File: src/verilog/uoec_pkg.sv
// Constants and types shared by the OUT endpoint control block
// What this block does
// Writing one to toggle_clear zeroes the data toggle; the bit reads zero.
// stall_sent_flag sets on each STALL sent and holds until software writes zero.
// stall_request makes the endpoint answer STALL; ignored in isochronous mode.
// Flush write drops the head packet, moves the pointer, clears packet_ready, self-clears.
// Isochronous CRC or stuffing error sets packet_error_flag; clearing packet_ready clears it.
// Isochronous packet lost to a full buffer sets packet_lost_flag; only software clears it.
// buffer_full_status reads one at two packets double-buffered, one packet otherwise.
// Available packet sets packet_ready and raises an interrupt; software clears it after unloading.
// double_buffer_enable selects two packet slots when set, one when clear.
// Transfer-type bit selects bulk or interrupt at zero, isochronous at one.
// Head packet byte count is ten bits, split over count-low and count-high bits 1-0.
// Unused bits of control-high and count-high read zero and ignore writes.
// Bulk with stall_request set answers every OUT with STALL, flag and interrupt.
// Second buffered packet sets packet_ready right after software clears it, new interrupt.
// Isochronous packet with CRC error is still stored, packet_ready set, interrupt raised.
// Bulk or interrupt with a full buffer answers NAK and keeps stored packets.
package uoec_pkg;

    // ***************************************************************
    // Bus geometry
    // ***************************************************************
    localparam int ADDR_W = 8;
    localparam int DATA_W = 32;
    localparam int REG_W = 8;
    localparam int IDX_W = 6;

    // ***************************************************************
    // Register indexes, byte address is four times the index
    // ***************************************************************
    localparam logic [IDX_W-1:0] IDX_CTRL_LO = 6'h14;
    localparam logic [IDX_W-1:0] IDX_CTRL_HI = 6'h15;
    localparam logic [IDX_W-1:0] IDX_CNT_LO = 6'h16;
    localparam logic [IDX_W-1:0] IDX_CNT_HI = 6'h17;
    localparam logic [IDX_W-1:0] IDX_INT_STAT = 6'h18;
    localparam logic [IDX_W-1:0] IDX_INT_MASK = 6'h19;

    // ***************************************************************
    // Field positions
    // ***************************************************************
    localparam int BIT_TOGGLE_CLEAR = 7;
    localparam int BIT_STALL_SENT = 6;
    localparam int BIT_STALL_REQ = 5;
    localparam int BIT_FLUSH = 4;
    localparam int BIT_PKT_ERR = 3;
    localparam int BIT_PKT_LOST = 2;
    localparam int BIT_FULL = 1;
    localparam int BIT_READY = 0;
    localparam int BIT_DBL_EN = 7;
    localparam int BIT_ISO = 6;
    localparam int CNT_W = 10;
    localparam int CNT_LO_W = 8;

    // Interrupt status and mask layout
    localparam int INT_W = 3;
    localparam int INT_READY = 0;
    localparam int INT_STALL = 1;
    localparam int INT_LOST = 2;

    // ***************************************************************
    // Reset values and buffer depths
    // ***************************************************************
    localparam logic [REG_W-1:0] RST_REG = 8'h00;
    localparam logic [INT_W-1:0] RST_INT = 3'h0;
    localparam int SLOTS = 2;
    localparam logic [1:0] LEVEL_EMPTY = 2'h0;
    localparam logic [1:0] DEPTH_SGL = 2'h1;
    localparam logic [1:0] DEPTH_DBL = 2'h2;

    // Handshake answered to the host after an OUT data packet
    typedef enum logic [1:0] {
        HS_ACK = 2'b00,
        HS_NAK = 2'b01,
        HS_STALL = 2'b10,
        HS_NONE = 2'b11
    } uoec_hs_t;

endpackage : uoec_pkg

File: src/verilog/uoec_slot_if.sv
// Interface between endpoint control and the packet slot store
interface uoec_slot_if;
    logic push;
    logic [uoec_pkg::CNT_W-1:0] pushCount;
    logic pop;
    logic [1:0] level;
    logic [uoec_pkg::CNT_W-1:0] headCount;

    // Control side issues push and pop, sees occupancy
    modport ctrl (output push, output pushCount, output pop, input level, input headCount);

    // Store side keeps the slots
    modport store (input push, input pushCount, input pop, output level, output headCount);
endinterface : uoec_slot_if

File: src/verilog/uoec_top.sv
// OUT endpoint control: register file, handshake decision and interrupt
//
// Chosen here: the Avalon-MM interface to the registers.
module uoec_top (
    // Clock and reset
    input wire logic sys_clk,
    input wire logic rst,
    // Avalon-MM slave
    input wire logic [uoec_pkg::ADDR_W-1:0] avs_address,
    input wire logic avs_read,
    input wire logic avs_write,
    input wire logic [uoec_pkg::DATA_W-1:0] avs_writedata,
    input wire logic [3:0] avs_byteenable,
    output logic [uoec_pkg::DATA_W-1:0] avs_readdata,
    output logic avs_waitrequest,
    // Link side, from the packet receiver
    input wire logic rxPacketDone,
    input wire logic [uoec_pkg::CNT_W-1:0] rxByteCount,
    input wire logic rxCrcError,
    // Link side, to the handshake sender and data buffer
    output logic hsValid,
    output uoec_pkg::uoec_hs_t hsCode,
    output logic dataToggle,
    output logic pktAccept,
    // Interrupt
    output logic irq
);

    // ***************************************************************
    // Declarations
    // ***************************************************************
    uoec_slot_if slots ();

    logic busReq;
    logic access;
    logic aligned;
    logic [uoec_pkg::IDX_W-1:0] regIdx;
    logic [uoec_pkg::REG_W-1:0] wd;
    logic wrEn;
    logic wrLo;
    logic wrHi;
    logic wrStat;
    logic wrMask;
    logic [uoec_pkg::REG_W-1:0] rdByte;

    logic stallRequest;
    logic doubleBufferEnable;
    logic isoMode;
    logic packetReady;
    logic stallSentFlag;
    logic packetLostFlag;
    logic packetErrorFlag;
    logic flushPend;
    logic [uoec_pkg::INT_W-1:0] intStatus;
    logic [uoec_pkg::INT_W-1:0] intMask;

    logic bufferFullStatus;
    logic stallActive;
    logic swClear;
    logic popNow;
    logic readyRise;
    logic hasPacket;
    uoec_pkg::uoec_hs_t next_hs;
    logic doPush;
    logic stallEv;
    logic lostEv;
    logic errEv;
    logic [uoec_pkg::INT_W-1:0] intEv;
    logic [uoec_pkg::INT_W-1:0] intClr;

    // ***************************************************************
    // Packet slot store
    // ***************************************************************
    uoec_slot_store u_store (
        .sys_clk(sys_clk),
        .rst(rst),
        .bus(slots.store)
    );

    // ***************************************************************
    // Bus decode
    // ***************************************************************
    // Only byte lane 0 carries register data; other lanes are ignored
    assign busReq = avs_read | avs_write;
    assign access = busReq & ~avs_waitrequest;
    assign aligned = (avs_address[1:0] == 2'b00);
    assign regIdx = avs_address[uoec_pkg::ADDR_W-1:2];
    assign wd = avs_writedata[uoec_pkg::REG_W-1:0];
    assign wrEn = avs_write & access & avs_byteenable[0] & aligned;
    assign wrLo = wrEn & (regIdx == uoec_pkg::IDX_CTRL_LO);
    assign wrHi = wrEn & (regIdx == uoec_pkg::IDX_CTRL_HI);
    assign wrStat = wrEn & (regIdx == uoec_pkg::IDX_INT_STAT);
    assign wrMask = wrEn & (regIdx == uoec_pkg::IDX_INT_MASK);

    // Every request sees exactly one wait cycle, then completes
    always_ff @(posedge sys_clk or posedge rst) begin
        if (rst) begin
            avs_waitrequest <= 1'b1;
        end else begin
            avs_waitrequest <= ~(busReq & avs_waitrequest);
        end
    end

    // Read data captured during the wait cycle, stable at completion
    always_ff @(posedge sys_clk or posedge rst) begin
        if (rst) begin
            avs_readdata <= '0;
        end else if (avs_read && avs_waitrequest) begin
            avs_readdata <= {{(uoec_pkg::DATA_W - uoec_pkg::REG_W){1'b0}}, rdByte};
        end
    end

    // ***************************************************************
    // Read multiplexer
    // ***************************************************************
    // Unmapped and misaligned reads return zero
    always_comb begin
        rdByte = uoec_pkg::RST_REG;
        if (aligned) begin
            case (regIdx)
                uoec_pkg::IDX_CTRL_LO: begin
                    rdByte[uoec_pkg::BIT_TOGGLE_CLEAR] = 1'b0;
                    rdByte[uoec_pkg::BIT_STALL_SENT] = stallSentFlag;
                    rdByte[uoec_pkg::BIT_STALL_REQ] = stallRequest;
                    rdByte[uoec_pkg::BIT_FLUSH] = flushPend;
                    rdByte[uoec_pkg::BIT_PKT_ERR] = packetErrorFlag;
                    rdByte[uoec_pkg::BIT_PKT_LOST] = packetLostFlag;
                    rdByte[uoec_pkg::BIT_FULL] = bufferFullStatus;
                    rdByte[uoec_pkg::BIT_READY] = packetReady;
                end
                uoec_pkg::IDX_CTRL_HI: begin
                    // Unused bits stay at zero
                    rdByte[uoec_pkg::BIT_DBL_EN] = doubleBufferEnable;
                    rdByte[uoec_pkg::BIT_ISO] = isoMode;
                end
                uoec_pkg::IDX_CNT_LO: begin
                    rdByte = slots.headCount[uoec_pkg::CNT_LO_W-1:0];
                end
                uoec_pkg::IDX_CNT_HI: begin
                    // Upper count bits in bits 1-0, rest zero
                    rdByte[uoec_pkg::CNT_W-uoec_pkg::CNT_LO_W-1:0] =
                        slots.headCount[uoec_pkg::CNT_W-1:uoec_pkg::CNT_LO_W];
                end
                uoec_pkg::IDX_INT_STAT: begin
                    rdByte[uoec_pkg::INT_W-1:0] = intStatus;
                end
                uoec_pkg::IDX_INT_MASK: begin
                    rdByte[uoec_pkg::INT_W-1:0] = intMask;
                end
                default: begin
                    rdByte = uoec_pkg::RST_REG;
                end
            endcase
        end
    end

    // ***************************************************************
    // Configuration
    // ***************************************************************
    // Only the two defined bits of control-high are stored
    always_ff @(posedge sys_clk or posedge rst) begin
        if (rst) begin
            doubleBufferEnable <= 1'b0;
            isoMode <= 1'b0;
        end else if (wrHi) begin
            doubleBufferEnable <= wd[uoec_pkg::BIT_DBL_EN];
            isoMode <= wd[uoec_pkg::BIT_ISO];
        end
    end

    // Stall request level, held until software writes zero
    always_ff @(posedge sys_clk or posedge rst) begin
        if (rst) begin
            stallRequest <= 1'b0;
        end else if (wrLo) begin
            stallRequest <= wd[uoec_pkg::BIT_STALL_REQ];
        end
    end

    // ***************************************************************
    // Occupancy and stall qualification
    // ***************************************************************
    // Full threshold follows the double-buffer setting
    assign bufferFullStatus = doubleBufferEnable ?
        (slots.level == uoec_pkg::DEPTH_DBL) :
        (slots.level >= uoec_pkg::DEPTH_SGL);
    assign hasPacket = (slots.level != uoec_pkg::LEVEL_EMPTY);

    // Stalling has no meaning for isochronous pipes
    assign stallActive = stallRequest & ~isoMode;

    // ***************************************************************
    // Handshake decision per received OUT data packet
    // ***************************************************************
    // Unless stalled, a corrupt bulk packet gets no handshake so the host retries it
    always_comb begin
        next_hs = uoec_pkg::HS_NONE;
        doPush = 1'b0;
        stallEv = 1'b0;
        lostEv = 1'b0;
        if (rxPacketDone) begin
            if (isoMode) begin
                if (bufferFullStatus) begin
                    lostEv = 1'b1;
                end else begin
                    doPush = 1'b1;
                end
            end else if (stallActive) begin
                next_hs = uoec_pkg::HS_STALL;
                stallEv = 1'b1;
            end else if (rxCrcError) begin
                next_hs = uoec_pkg::HS_NONE;
            end else if (bufferFullStatus) begin
                next_hs = uoec_pkg::HS_NAK;
            end else begin
                next_hs = uoec_pkg::HS_ACK;
                doPush = 1'b1;
            end
        end
    end

    assign errEv = doPush & isoMode & rxCrcError;

    // ***************************************************************
    // Slot store control
    // ***************************************************************
    // Software clearing packet_ready releases the head packet
    assign swClear = wrLo & ~wd[uoec_pkg::BIT_READY] & packetReady;
    assign popNow = swClear | flushPend;
    assign slots.push = doPush;
    assign slots.pushCount = rxByteCount;
    assign slots.pop = popNow;

    // ***************************************************************
    // Link outputs
    // ***************************************************************
    always_ff @(posedge sys_clk or posedge rst) begin
        if (rst) begin
            hsValid <= 1'b0;
            hsCode <= uoec_pkg::HS_NONE;
            pktAccept <= 1'b0;
        end else begin
            hsValid <= (next_hs != uoec_pkg::HS_NONE);
            hsCode <= next_hs;
            pktAccept <= doPush;
        end
    end

    // Data toggle flips on each accepted bulk packet
    always_ff @(posedge sys_clk or posedge rst) begin
        if (rst) begin
            dataToggle <= 1'b0;
        end else if (wrLo && wd[uoec_pkg::BIT_TOGGLE_CLEAR]) begin
            dataToggle <= 1'b0;
        end else if (doPush && !isoMode) begin
            dataToggle <= ~dataToggle;
        end
    end

    // ***************************************************************
    // Packet ready and flush
    // ***************************************************************
    // Re-asserts one cycle after a clear when a second packet waits
    assign readyRise = ~packetReady & hasPacket & ~popNow;

    always_ff @(posedge sys_clk or posedge rst) begin
        if (rst) begin
            packetReady <= 1'b0;
        end else if (popNow) begin
            packetReady <= 1'b0;
        end else if (hasPacket) begin
            packetReady <= 1'b1;
        end
    end

    // Flush lives one cycle: set by the write, done at the next edge
    always_ff @(posedge sys_clk or posedge rst) begin
        if (rst) begin
            flushPend <= 1'b0;
        end else begin
            flushPend <= wrLo & wd[uoec_pkg::BIT_FLUSH];
        end
    end

    // ***************************************************************
    // Sticky endpoint flags, a new event wins over a clear
    // ***************************************************************
    always_ff @(posedge sys_clk or posedge rst) begin
        if (rst) begin
            stallSentFlag <= 1'b0;
        end else if (stallEv) begin
            stallSentFlag <= 1'b1;
        end else if (wrLo && !wd[uoec_pkg::BIT_STALL_SENT]) begin
            stallSentFlag <= 1'b0;
        end
    end

    always_ff @(posedge sys_clk or posedge rst) begin
        if (rst) begin
            packetLostFlag <= 1'b0;
        end else if (lostEv) begin
            packetLostFlag <= 1'b1;
        end else if (wrLo && !wd[uoec_pkg::BIT_PKT_LOST]) begin
            packetLostFlag <= 1'b0;
        end
    end

    // Error belongs to the packet being unloaded, so it goes with ready
    always_ff @(posedge sys_clk or posedge rst) begin
        if (rst) begin
            packetErrorFlag <= 1'b0;
        end else if (errEv) begin
            packetErrorFlag <= 1'b1;
        end else if (swClear) begin
            packetErrorFlag <= 1'b0;
        end
    end

    // ***************************************************************
    // Interrupt status, mask and output
    // ***************************************************************
    always_comb begin
        intEv = uoec_pkg::RST_INT;
        intEv[uoec_pkg::INT_READY] = readyRise;
        intEv[uoec_pkg::INT_STALL] = stallEv;
        intEv[uoec_pkg::INT_LOST] = lostEv;
    end

    assign intClr = wrStat ? wd[uoec_pkg::INT_W-1:0] : uoec_pkg::RST_INT;

    // Write one to clear; a simultaneous event keeps the bit set
    always_ff @(posedge sys_clk or posedge rst) begin
        if (rst) begin
            intStatus <= uoec_pkg::RST_INT;
        end else begin
            intStatus <= (intStatus & ~intClr) | intEv;
        end
    end

    always_ff @(posedge sys_clk or posedge rst) begin
        if (rst) begin
            intMask <= uoec_pkg::RST_INT;
        end else if (wrMask) begin
            intMask <= wd[uoec_pkg::INT_W-1:0];
        end
    end

    // Registered, so it trails the status bit by one cycle
    always_ff @(posedge sys_clk or posedge rst) begin
        if (rst) begin
            irq <= 1'b0;
        end else begin
            irq <= |(intStatus & intMask);
        end
    end

endmodule : uoec_top

File: src/verilog/uoec_slot_store.sv
// Two-slot packet store holding byte counts and read/write pointers
module uoec_slot_store (
    // Clock and reset
    input wire logic sys_clk,
    input wire logic rst,
    // Control side
    uoec_slot_if.store bus
);

    logic [uoec_pkg::CNT_W-1:0] counts [uoec_pkg::SLOTS];
    logic wrPtr;
    logic rdPtr;
    logic [1:0] level;

    // ***************************************************************
    // Slot storage, one register per slot
    // ***************************************************************
    for (genvar i = 0; i < uoec_pkg::SLOTS; i++) begin : g_slot
        always_ff @(posedge sys_clk or posedge rst) begin
            if (rst) begin
                counts[i] <= '0;
            end else if (bus.push && wrPtr == 1'(i)) begin
                counts[i] <= bus.pushCount;
            end
        end
    end

    // ***************************************************************
    // Pointers and occupancy
    // ***************************************************************
    // A pop on an empty store is ignored so a stray flush cannot wrap
    always_ff @(posedge sys_clk or posedge rst) begin
        if (rst) begin
            wrPtr <= 1'b0;
            rdPtr <= 1'b0;
            level <= uoec_pkg::LEVEL_EMPTY;
        end else begin
            if (bus.push) begin
                wrPtr <= ~wrPtr;
            end
            if (bus.pop && level != uoec_pkg::LEVEL_EMPTY) begin
                rdPtr <= ~rdPtr;
            end
            case ({bus.push, bus.pop && level != uoec_pkg::LEVEL_EMPTY})
                2'b10: begin
                    level <= level + 2'h1;
                end
                2'b01: begin
                    level <= level - 2'h1;
                end
                default: begin
                    level <= level;
                end
            endcase
        end
    end

    assign bus.level = level;
    assign bus.headCount = counts[rdPtr];

endmodule : uoec_slot_store

File: config.mk
export PLATFORM = sky130hd
export DESIGN_NAME = uoec_top
export DESIGN_NICKNAME = d
export VERILOG_FILES = /design/src/verilog/uoec_pkg.sv /design/src/verilog/uoec_slot_if.sv /design/src/verilog/uoec_top.sv /design/src/verilog/uoec_slot_store.sv
export SDC_FILE = /design/constraint.sdc
export NUM_CORES = 1
export LEC_CHECK = 0
export BUFFER_PORTS_ARGS = -buffer_cell sky130_fd_sc_hd__buf_2
export CAP_MARGIN = 20
export CORE_UTILIZATION = 35
export DETAILED_ROUTE_END_ITERATION = 16
export HOLD_SLACK_MARGIN = 0.15
export PLACE_DENSITY = 0.57
export REMOVE_ABC_BUFFERS = 1
export SLEW_MARGIN = 30
export SYNTH_ARGS = -nofsm -noshare
export SYNTH_HDL_FRONTEND = slang
export SYNTH_SLANG_ARGS = --single-unit
File: constraint.sdc
create_clock -name sys_clk -period 2.8 [get_ports sys_clk]
set_clock_uncertainty 0.1 [all_clocks]
set_input_delay 0.56 -clock sys_clk [delete_from_list [all_inputs] [get_ports sys_clk]]
set_output_delay 0.56 -clock sys_clk [all_outputs]
set_load 0.02 [all_outputs]
# ---- Word level (Yosys, flattened, before mapping)
# Cells that the tools add are included.
dict set report op_classes {
  reduce_logical 20
  eq_ne 10
  n_addsub 2
  magnitude_cmp 2
  bitwise_logic 33
  mux 37
}
# op count
set ops {}
lappend ops {{$eq A6 B5 Y1 const B} 6}
lappend ops {{$mux W10} 3}
lappend ops {{$mux W1} 23}
lappend ops {{$and A1 B1 Y1} 17}
lappend ops {{$reduce_bool A2 Y1} 7}
lappend ops {{$pmux W2 S5} 1}
lappend ops {{$not A1 Y1} 9}
lappend ops {{$logic_and A1 B1 Y1} 8}
lappend ops {{$mux W2} 4}
lappend ops {{$mux W8} 1}
lappend ops {{$and A3 B3 Y3} 2}
lappend ops {{$pmux W2 S3} 1}
lappend ops {{$pmux W3 S2} 1}
lappend ops {{$eq A2 B2 Y1 const B} 2}
lappend ops {{$pmux W1 S4} 1}
lappend ops {{$pmux W2 S2} 1}
lappend ops {{$logic_not A1 Y1} 3}
lappend ops {{$mux W3} 1}
lappend ops {{$not A3 Y3} 1}
lappend ops {{$or A3 B3 Y3} 1}
lappend ops {{$reduce_or A3 Y1} 1}
lappend ops {{$add A2 B1 Y2 const B} 1}
lappend ops {{$eq A2 B1 Y1 const B} 1}
lappend ops {{$ge A2 B1 Y1 const B} 1}
lappend ops {{6 further kinds} 7}
dict set report word_totals {
  input_bits 60
  regBits 53
}

# ---- Longest topological paths before layout
# Gate-level depths: netlist (run 1).
dict set report depth {
  depth_word 12
  mapped_depth 6
  depth_no_buf 6
}

# ---- By module
# Synthesis (run 1) repeated with hierarchy kept, for this count alone.
dict set report hier_totals {
  hier_cells 227
  hier_area_um2 2656.3
}
# mod cells_each seq_area_each_um2 area_each_um2 n_inst
set by_module_without_submodules {}
lappend by_module_without_submodules {uoec_top 160 729.4 1620.3 1}
lappend by_module_without_submodules {uoec_slot_store 67 600.6 1036.0 1}

# ---- Worst setup path after synthesis (run 1)
# Ideal clock, no wire load.
dict set report synth_timing {
  path_kind {input port to flip-flop}
  from {input avs_address[1] (netlist bit)}
  to {register u_store.level[0], in the netlist u_store.bus.level[0]}
  slack_ps 375
  arrival_time_ps 2202
  n_path_buf 0
  cell_stages 5
  cell_sequence {or4b_1 or4_4 a21oi_4 ha_1 xnor2_1}
}
dict set report synth_via {
  elab_chain_len 9
}
# item line
set synth_lines {}
lappend synth_lines {{start: declaration} uoec_top.sv:9} ;# input wire logic [uoec_pkg::ADDR_W-1:0] avs_address,
lappend synth_lines {{$logic_not A2 Y1 *} uoec_top.sv:86} ;# assign aligned = (avs_address[1:0] == 2'b00);
lappend synth_lines {{$and A1 B1 Y1 *} uoec_top.sv:89} ;# assign wrEn = avs_write & access & avs_byteenable[0] & aligned;
lappend synth_lines {{$and A1 B1 Y1 *} uoec_top.sv:90} ;# assign wrLo = wrEn & (regIdx == uoec_pkg::IDX_CTRL_LO);
lappend synth_lines {{$and A1 B1 Y1 * (2 in series)} uoec_top.sv:228} ;# assign swClear = wrLo & ~wd[uoec_pkg::BIT_READY] & packetReady;
lappend synth_lines {{$or A1 B1 Y1 *} uoec_top.sv:229} ;# assign popNow = swClear | flushPend;
lappend synth_lines {{$logic_and A1 B1 Y1 *} uoec_slot_store.sv:44} ;# case ({bus.push, bus.pop && level != uoec_pkg::LEVEL_EMPTY})
lappend synth_lines {{$eq A2 B1 Y1 / $eq A2 B2 Y1 (equally long branches)} uoec_slot_store.sv:44}
lappend synth_lines {{$pmux W2 S2 / $reduce_bool A2 Y1 (equally long branches)} n/a}
lappend synth_lines {{end signal: assignment} uoec_slot_store.sv:46} ;# level <= level + 2'h1;
lappend synth_lines {{end signal: assignment} uoec_slot_store.sv:49} ;# level <= level - 2'h1;
lappend synth_lines {{end signal: assignment} uoec_slot_store.sv:52} ;# level <= level;
lappend synth_lines {{end: declaration} uoec_slot_store.sv:13} ;# logic [1:0] level;
# Every way passes the cells marked *; elsewhere a longest branch is shown, timed or not.
# A chain may end at the register's enable or synchronous reset.

# ---- Final worst setup path (run 1)
dict set report layout_timing {
  from {register avs_waitrequest}
  to {register u_store.level[0], in the netlist u_store.bus.level[0]}
}
dict set report layout_via {
  elab_chain_len 12
}
# item line
set layout_lines {}
lappend layout_lines {{start: declaration} uoec_top.sv:15} ;# output logic avs_waitrequest,
lappend layout_lines {{start signal: assignment} uoec_top.sv:100} ;# avs_waitrequest <= ~(busReq & avs_waitrequest);
lappend layout_lines {{$not A1 Y1 *} uoec_top.sv:85} ;# assign access = busReq & ~avs_waitrequest;
lappend layout_lines {{$and A1 B1 Y1 *} uoec_top.sv:85}
lappend layout_lines {{$and A1 B1 Y1 * (3 in series)} uoec_top.sv:89}
lappend layout_lines {{$and A1 B1 Y1 *} uoec_top.sv:90}
lappend layout_lines {{$and A1 B1 Y1 * (2 in series)} uoec_top.sv:228}
lappend layout_lines {{$or A1 B1 Y1 *} uoec_top.sv:229}
lappend layout_lines {{$logic_and A1 B1 Y1 *} uoec_slot_store.sv:44}
lappend layout_lines {{$eq A2 B1 Y1 / $eq A2 B2 Y1 (equally long branches)} uoec_slot_store.sv:44}
lappend layout_lines {{$pmux W2 S2 / $reduce_bool A2 Y1 (equally long branches)} n/a}
# Marks and branches as above.

==> results_dict.tcl, run 1 <==
set metrics [dict create \
    gp_congestion 0.769 \
    fp-row-count 31 \
    cp_top_family "simple AND/OR/NAND/NOR gates" \
    drtIter0Drc 76 \
    worstPathCellList "or4b_1, or4_4, a21oi_4, ha_1, xnor2_1" \
    place_inst 365 \
    diodes 0 \
    num_io_pins 99 \
    critical_path_class "reg2reg" \
    ys_seq_elements 53 \
    drc 0 \
    power_frac_comb 0.262 \
    p_switching_w 0.000613 \
    grt_usage 0.153 \
    clk_path_buf_depth 2 \
    n_fill_cell 734 \
    synth.distinct_cells 53 \
    cap_violations 0 \
    cp.arrival_ps 2470 \
    cts_max_level 2 \
    cp-start-kind "flip-flop" \
    final_nets 335 \
    r2r_cells 5 \
    synth_cells 219 \
    cts-buffers-inserted 5 \
    wl_per_cell_um 14.6 \
    grt_pass1_wl_um 8740 \
    cp_slowest_stage_delay_ps 590 \
    dieArea_mm2 0.00783 \
    synth.avg_cell_area_um2 12.0 \
    viasPerCell 4.85 \
    powerDensity_mw_per_mm2 670 \
    p_leak_nw 1.48 \
    reg2reg_slack_ps 430 \
    yosysTopAreaCellShare 0.478 \
    ys_async_sr_fraction 1.00 \
    synthTopCellsByCount "50 x dfrtp_1, 27 x mux2_2, 24 x buf_4" \
    netlist_area_mm2 0.00262 \
    gr-total-overflow 0 \
    finalSetupTns_ps 0 \
    hold_path_class "in2async" \
    die_w_um 88.5 \
    fin_crit_sh 0.845 \
    dpl_worst_slack_ps 160 \
    clkPwrFrac 0.211 \
    core_mm2 0.00725 \
    maxSlewViolCount 0 \
    status "finished, final reports clean" \
    cts_hold_buf 0 \
    syn_to_final_growth_pct 14.6 \
    drive_gt1_frac 0.361 \
    synth_flop_cell "dfrtp_1" \
    synth.most_common_cell "dfrtp_1" \
    vias 1809 \
    grt_antenna_before_repair 0 \
    wl_um 5440 \
    numClockSinks 53 \
    cts_resized 0 \
    finalWorstSetupSlack_ps 434 \
    tightestPinTransition_ps 622 \
    die_height_um 88.5 \
    synth_area_leaders "dfrtp_1 48%, mux2_2 12%, buf_4 6.9%" \
    dr.pass1.iters 6 \
    grt_pass1_vias 1700 \
    cts_root_buf "clkbuf_8" \
    hold_violations 0 \
    swShare 0.305 \
    rr_startpoint "avs_waitrequest$_DFF_PP1_" \
    p_int_w 0.00140 \
    synth_top_cell_by_area "dfrtp_1" \
    initial_core_util 0.361 \
    setup_viol 0 \
    r2r_end "u_store.bus.level[0]$_DFFE_PP0P_" \
    relSlewSlack 0.585 \
    stdcell_count 373 \
    rsz0062_at_grt "no" \
    post_cts_buffers 0 \
    finalCriticalPeriod_ps 2370 \
    ir_worst_vdd_v 0.000250 \
    fmax_mhz 423 \
    hpwl_um 4140 \
    synth_edf_count 0 \
    crit_slowest_cell "or4_4" \
    portBuffers 46 \
    power_frac_seq 0.527 \
    grt_max_degree 29 \
    cp.required_ps 2910 \
    yosys_warnings 0 \
    cts_tree "yes" \
    crit_path_end_kind "flip-flop" \
    crit_fanout 5 \
    clk_pin_slew_worst_paths_ps 100 \
    critPathBufInv 0 \
    drtAntennaViolNets 0 \
    seq_area_frac_synth 0.508 \
    insertion_delay_ps 310 \
]
[metrics by stage]
stage | area, um^2 | hold slack (ps) | utilization | power (W)
after floorplan | 2510 | 363 | - | 0.00145
after global placement | 2920 | 372 | 0.402 | 0.00159
after detailed placement | 2920 | 380 | 0.402 | 0.00162
after CTS | 3000 | 228 | 0.414 | 0.00205
after global routing | 3000 | 257 | 0.414 | 0.00215
final | 3000 | 211 | 0.414 | 0.00201
[how the worst max path moves through the flow]
stage | from | endpoint | slack [ps] | cells after the start
floorplan | avs_address[1] | u_store.bus.level[0]$_DFFE_PP0P_ | 370 | 5
global placement | avs_address[1] | u_store.bus.level[1]$_DFFE_PP0P_ | 170 | 7
detailed placement | avs_address[1] | u_store.bus.level[1]$_DFFE_PP0P_ | 160 | 7
CTS | avs_waitrequest$_DFF_PP1_ | u_store.bus.level[1]$_DFFE_PP0P_ | 420 | 5
global route | avs_waitrequest$_DFF_PP1_ | u_store.bus.level[1]$_DFFE_PP0P_ | 360 | 6
finish | avs_waitrequest$_DFF_PP1_ | u_store.bus.level[0]$_DFFE_PP0P_ | 430 | 5
[worst reg2reg max path, stage by stage (launching register included)]
cell and delay, ps:
dfstp_2 390, or4b_1 560, or4_4 590, a21oi_4 210, ha_1 280, xnor2_1 140
[placed cells by master, fill, tap and decap left out, types with 4 or more instances in the layout]
cell | Yosys | final
mux2i_1 | 8 | 8
buf_4 | 24 | 5
mux2_2 | 27 | 27
nand3_1 | 4 | 4
conb_1 | 1 | 24
inv_1 | 12 | 11
a31oi_1 | 4 | 4
o21ai_0 | 6 | 6
dfrtp_1 | 50 | 50
nor2_1 | 6 | 6
a21oi_1 | 4 | 4
clkbuf_8 | 0 | 5
a22oi_1 | 4 | 4
buf_2 | 2 | 46
nand2_1 | 13 | 13
[sequential cells by signal, indices dropped and copies added (netlist names), 2 cells and up]
signal             flops
u_store.counts        20
avs_readdata           8
intMask                3
intStatus              3
hsCode                 2
u_store.bus.level      2
[metal layers]
layer  GRT usage  share of wire  up-vias  wire length [um]
li1            -              -      849                 -
met1       0.217           0.49      900              2670
met2       0.233           0.45       53              2430
met3      0.0317          0.048        7               260
met4      0.0528          0.014        0                75
met5           0              0        -                 0
[kinds of logic (layout without fill, tap and decap cells)]
logic type / after synthesis / count (layout) / synth area share
xor gates and xnor gates: 5 / 5 / 0.0196
DFF: 53 / 53 / 0.508
adders and majority gates: 2 / 2 / 0.00955
other: 1 / 24 / 0.00143
AOI/OAI and AO/OA: 35 / 35 / 0.0980
muxes: 37 / 37 / 0.164
buffers and inverters: 40 / 72 / 0.0927
and+or+nand+nor: 46 / 46 / 0.107
[final cells by class]
type	instances	area, um^2	area share
inverter	12	45.0	0.0150
tap	99	124	0.0413
sequential	53	1330	0.443
timing repair buffer	52	288	0.0959
clock inverter	2	10.0	0.00333
clock buffer	6	72.6	0.0242
multi-input combinational	149	1130	0.377
[power groups by stage]
stage	clock (W)	combinational [W]	sequential, W
global route	0.000474	0.000588	0.00109
finish	0.000423	0.000527	0.00106
CTS	0.000445	0.000541	0.00106
detailed placement	0	0.000538	0.00108
floorplan	0	0.000379	0.00107
global placement	0	0.000520	0.00107
No activity file was read; power rests on OpenSTA's default activity.
==> run 2: changes to the inputs <==
--- a/config.mk
+++ b/config.mk
@@ -5,6 +5,7 @@
 export SDC_FILE = /design/constraint.sdc
 export NUM_CORES = 1
 export LEC_CHECK = 0
+export ABC_AREA = 1
 export BUFFER_PORTS_ARGS = -buffer_cell sky130_fd_sc_hd__buf_2
 export CAP_MARGIN = 20
 export CORE_UTILIZATION = 35
==> constraint.sdc (replaced) <==
create_clock -name sys_clk -period 2.4 [get_ports sys_clk]
set_clock_uncertainty 0.1 [all_clocks]
set_input_delay 0.48 -clock sys_clk [delete_from_list [all_inputs] [get_ports sys_clk]]
set_output_delay 0.48 -clock sys_clk [all_outputs]
set_load 0.02 [all_outputs]
==> run 2 against run 1 <==
Routed wire length grew 5.1%. Via count grew 24%. Largest power group unchanged. Cell area rose by 2.5%. Non-clock buffer count down 4. Critical path type unchanged. Synthesized area up 4.8%.
==> results_dict.tcl, run 2 <==
set metrics [dict create \
    fmax_mhz 570 \
    status "finished, final reports clean" \
    hold_violations 0 \
    syn_to_final_growth_pct 12.1 \
    seq_area_frac_synth 0.485 \
    cts_hold_buf 1 \
    crit_path_end_kind "flip-flop" \
    hold_path_class "in2reg" \
    yosys_warnings 0 \
    post_cts_buffers 0 \
    reg_top3 "u_store.counts: 20 flops, avs_readdata: 8 flops" \
    synthMuxAreaShare 0 \
    synth_top_cell_by_area "dfrtp_1" \
    cp-start-kind "flip-flop" \
    grt_pass1_vias 2161 \
    drive_gt1_frac 0.165 \
    yosysTopAreaCellShare 0.456 \
    synth_area_leaders "dfrtp_1 46%, nand2_1 18%, o21ai_0 7.5%" \
    die_w_um 90.6 \
    clk_pin_slew_worst_paths_ps 90 \
    synthTopCellsByCount "131 x nand2_1, 50 x dfrtp_1, 41 x o21ai_0" \
    cp.required_ps 2530 \
    cp_top_family "flip-flops" \
    gp_congestion 0.814 \
    critical_path_class "reg2reg" \
    place_inst 495 \
    holdWs_ps 249 \
    fin_crit_sh 0.731 \
    synth.distinct_cells 27 \
    top_register "u_store.counts" \
    grt_antenna_before_repair 0 \
    dieArea_mm2 0.00820 \
    setup_viol 0 \
    drtAntennaViolNets 0 \
    vias 2244 \
    insertion_delay_ps 300 \
    cts_tree "yes" \
    synth_cells 356 \
    fp-row-count 31 \
    p_leak_nw 1.68 \
    p_total_w 0.00232 \
    synth_top_family_by_area "simple AND/OR/NAND/NOR gates" \
    crit_fanout 4 \
    cp_slowest_stage_delay_ps 550 \
    numClockSinks 53 \
    cts_resized 0 \
    worstPathCellList "nor2_1, nand3_1, nor2_1, nand2_1, nand2_1, nand2_1, inv_1, ha_1, o21ai_0" \
    mostFrequentLayoutCells "131 x nand2_1, 50 x dfrtp_1, 46 x buf_2" \
    multi_input_area_mm2 0.00112 \
    layout_commonest_cell "nand2_1" \
    maxSlewViolCount 0 \
    cts_max_level 2 \
    cts_root_buf "clkbuf_8" \
    wl_per_cell_um 11.3 \
    synth_xor_area_frac 0.00638 \
    gr-total-overflow 0 \
    grt_pass1_wl_um 9870 \
    die_height_um 90.6 \
    synth.avg_cell_area_um2 7.71 \
    ys_seq_elements 53 \
    netlist_area_mm2 0.00275 \
    largest_register_ffs 20 \
    final_nets 466 \
    num_io_pins 99 \
    hpwl_um 4290 \
    viasPerCell 4.45 \
    wl_um 5710 \
    stdcell_count 504 \
    crit_slowest_cell "dfstp_2" \
    diodes 0 \
    drc 0 \
    cts-buffers-inserted 5 \
    drtIter0Drc 124 \
    core_mm2 0.00741 \
    cap_violations 0 \
    powerDensity_mw_per_mm2 755 \
    critPathBufInv 1 \
    synth_edf_count 0 \
    postPlaceCellArea_mm2 0.00298 \
    portBuffers 46 \
    fin_area_mm2 0.00308 \
    rsz0062_at_grt "no" \
    initial_core_util 0.371 \
    ys_async_sr_fraction 1.00 \
    synth_fa_ha_area_frac 0.00912 \
    ir_worst_vdd_v 0.000333 \
    n_fill_cell 770 \
    regArea_mm2 0.00133 \
    grt_max_degree 43 \
    synth_compound_area_frac 0.0966 \
    clk_path_buf_depth 2 \
    synth.most_common_cell "nand2_1" \
    grt_usage 0.149 \
    relSlewSlack 0.608 \
    cp_common_cell "nand2_1" \
    tightestPinTransition_ps 588 \
    dr.pass1.iters 4 \
    finalCriticalPeriod_ps 1750 \
    synth_flop_cell "dfrtp_1" \
    cp.arrival_ps 1880 \
    finalSetupTns_ps 0 \
    synth-simple-area-share 0.263 \
]
==> run 2: cell count changes after synthesis, sizes merged, moves of 9 or more <==
| cell | delta |
|---|---|
| inv | +30 |
| nand3 | +9 |
| o21ai | +36 |
| mux2 | -27 |
| nand2 | +120 |
| nor2 | +18 |
==> run 2: final timing paths <==
check / from / end / slack, ps / cells after the start
max: avs_waitrequest$_DFF_PP1_ / u_store.bus.level[1]$_DFFE_PP0P_ / 650 / 9
min: avs_read / avs_waitrequest$_DFF_PP1_ / 250 / 2
max reg2reg: avs_waitrequest$_DFF_PP1_ / u_store.bus.level[1]$_DFFE_PP0P_ / 650 / 9
min reg2reg: avs_readdata[0]$_DFFE_PP0P_ / avs_readdata[0]$_DFFE_PP0P_ / 380 / 2
max in group asynchronous: rst / avs_waitrequest$_DFF_PP1_ / 1080 / 4
min in group asynchronous: rst / u_store.counts[13]$_DFFE_PP0P_ / 550 / 3
==> run 2: routing by layer <==
metal,share of wire,global-route usage,up-vias
li1,-,-,1157
met4,0.018,0.0511,0
met5,0,0,-
met3,0.051,0.0244,9
met1,0.47,0.195,1004
met2,0.46,0.248,74
==> run 2: layout make-up <==
cell class / instances / share of cell area
Multi-Input combinational cell: 254 / 0.364
Sequential cell: 53 / 0.432
Tap cell: 99 / 0.0403
Timing Repair Buffer: 48 / 0.0846
Clock inverter: 1 / 0.00244
Clock buffer: 7 / 0.0248
Inverter: 42 / 0.0512
==> run 2: kinds of logic (layout without fill, tap and decap cells) <==
logic type / count (synthesis) / in the layout
simple gates: 176 / 176
buf+inv: 72 / 98
flops: 53 / 53
compound gates: 50 / 50
fa+ha+maj: 2 / 2
xor+xnor: 2 / 2
other cells: 1 / 24
==> run 2: report_power, final <==
| part | internal (W) | total (W) | switching, W |
|---|---|---|---|
| registers | 0.00110 | 0.00120 | 0.000106 |
| logic | 0.000203 | 0.000629 | 0.000426 |
| clock network | 0.000207 | 0.000489 | 0.000282 |
| total | 0.00151 | 0.00232 | 0.000814 |
==> run 2: metrics by stage <==
step | setup slack [ps] | util
CTS | 636 | 0.415
floorplan | 539 | -
finish | 646 | 0.415
global route | 473 | 0.415
detailed placement | 321 | 0.403
global placement | 368 | 0.403
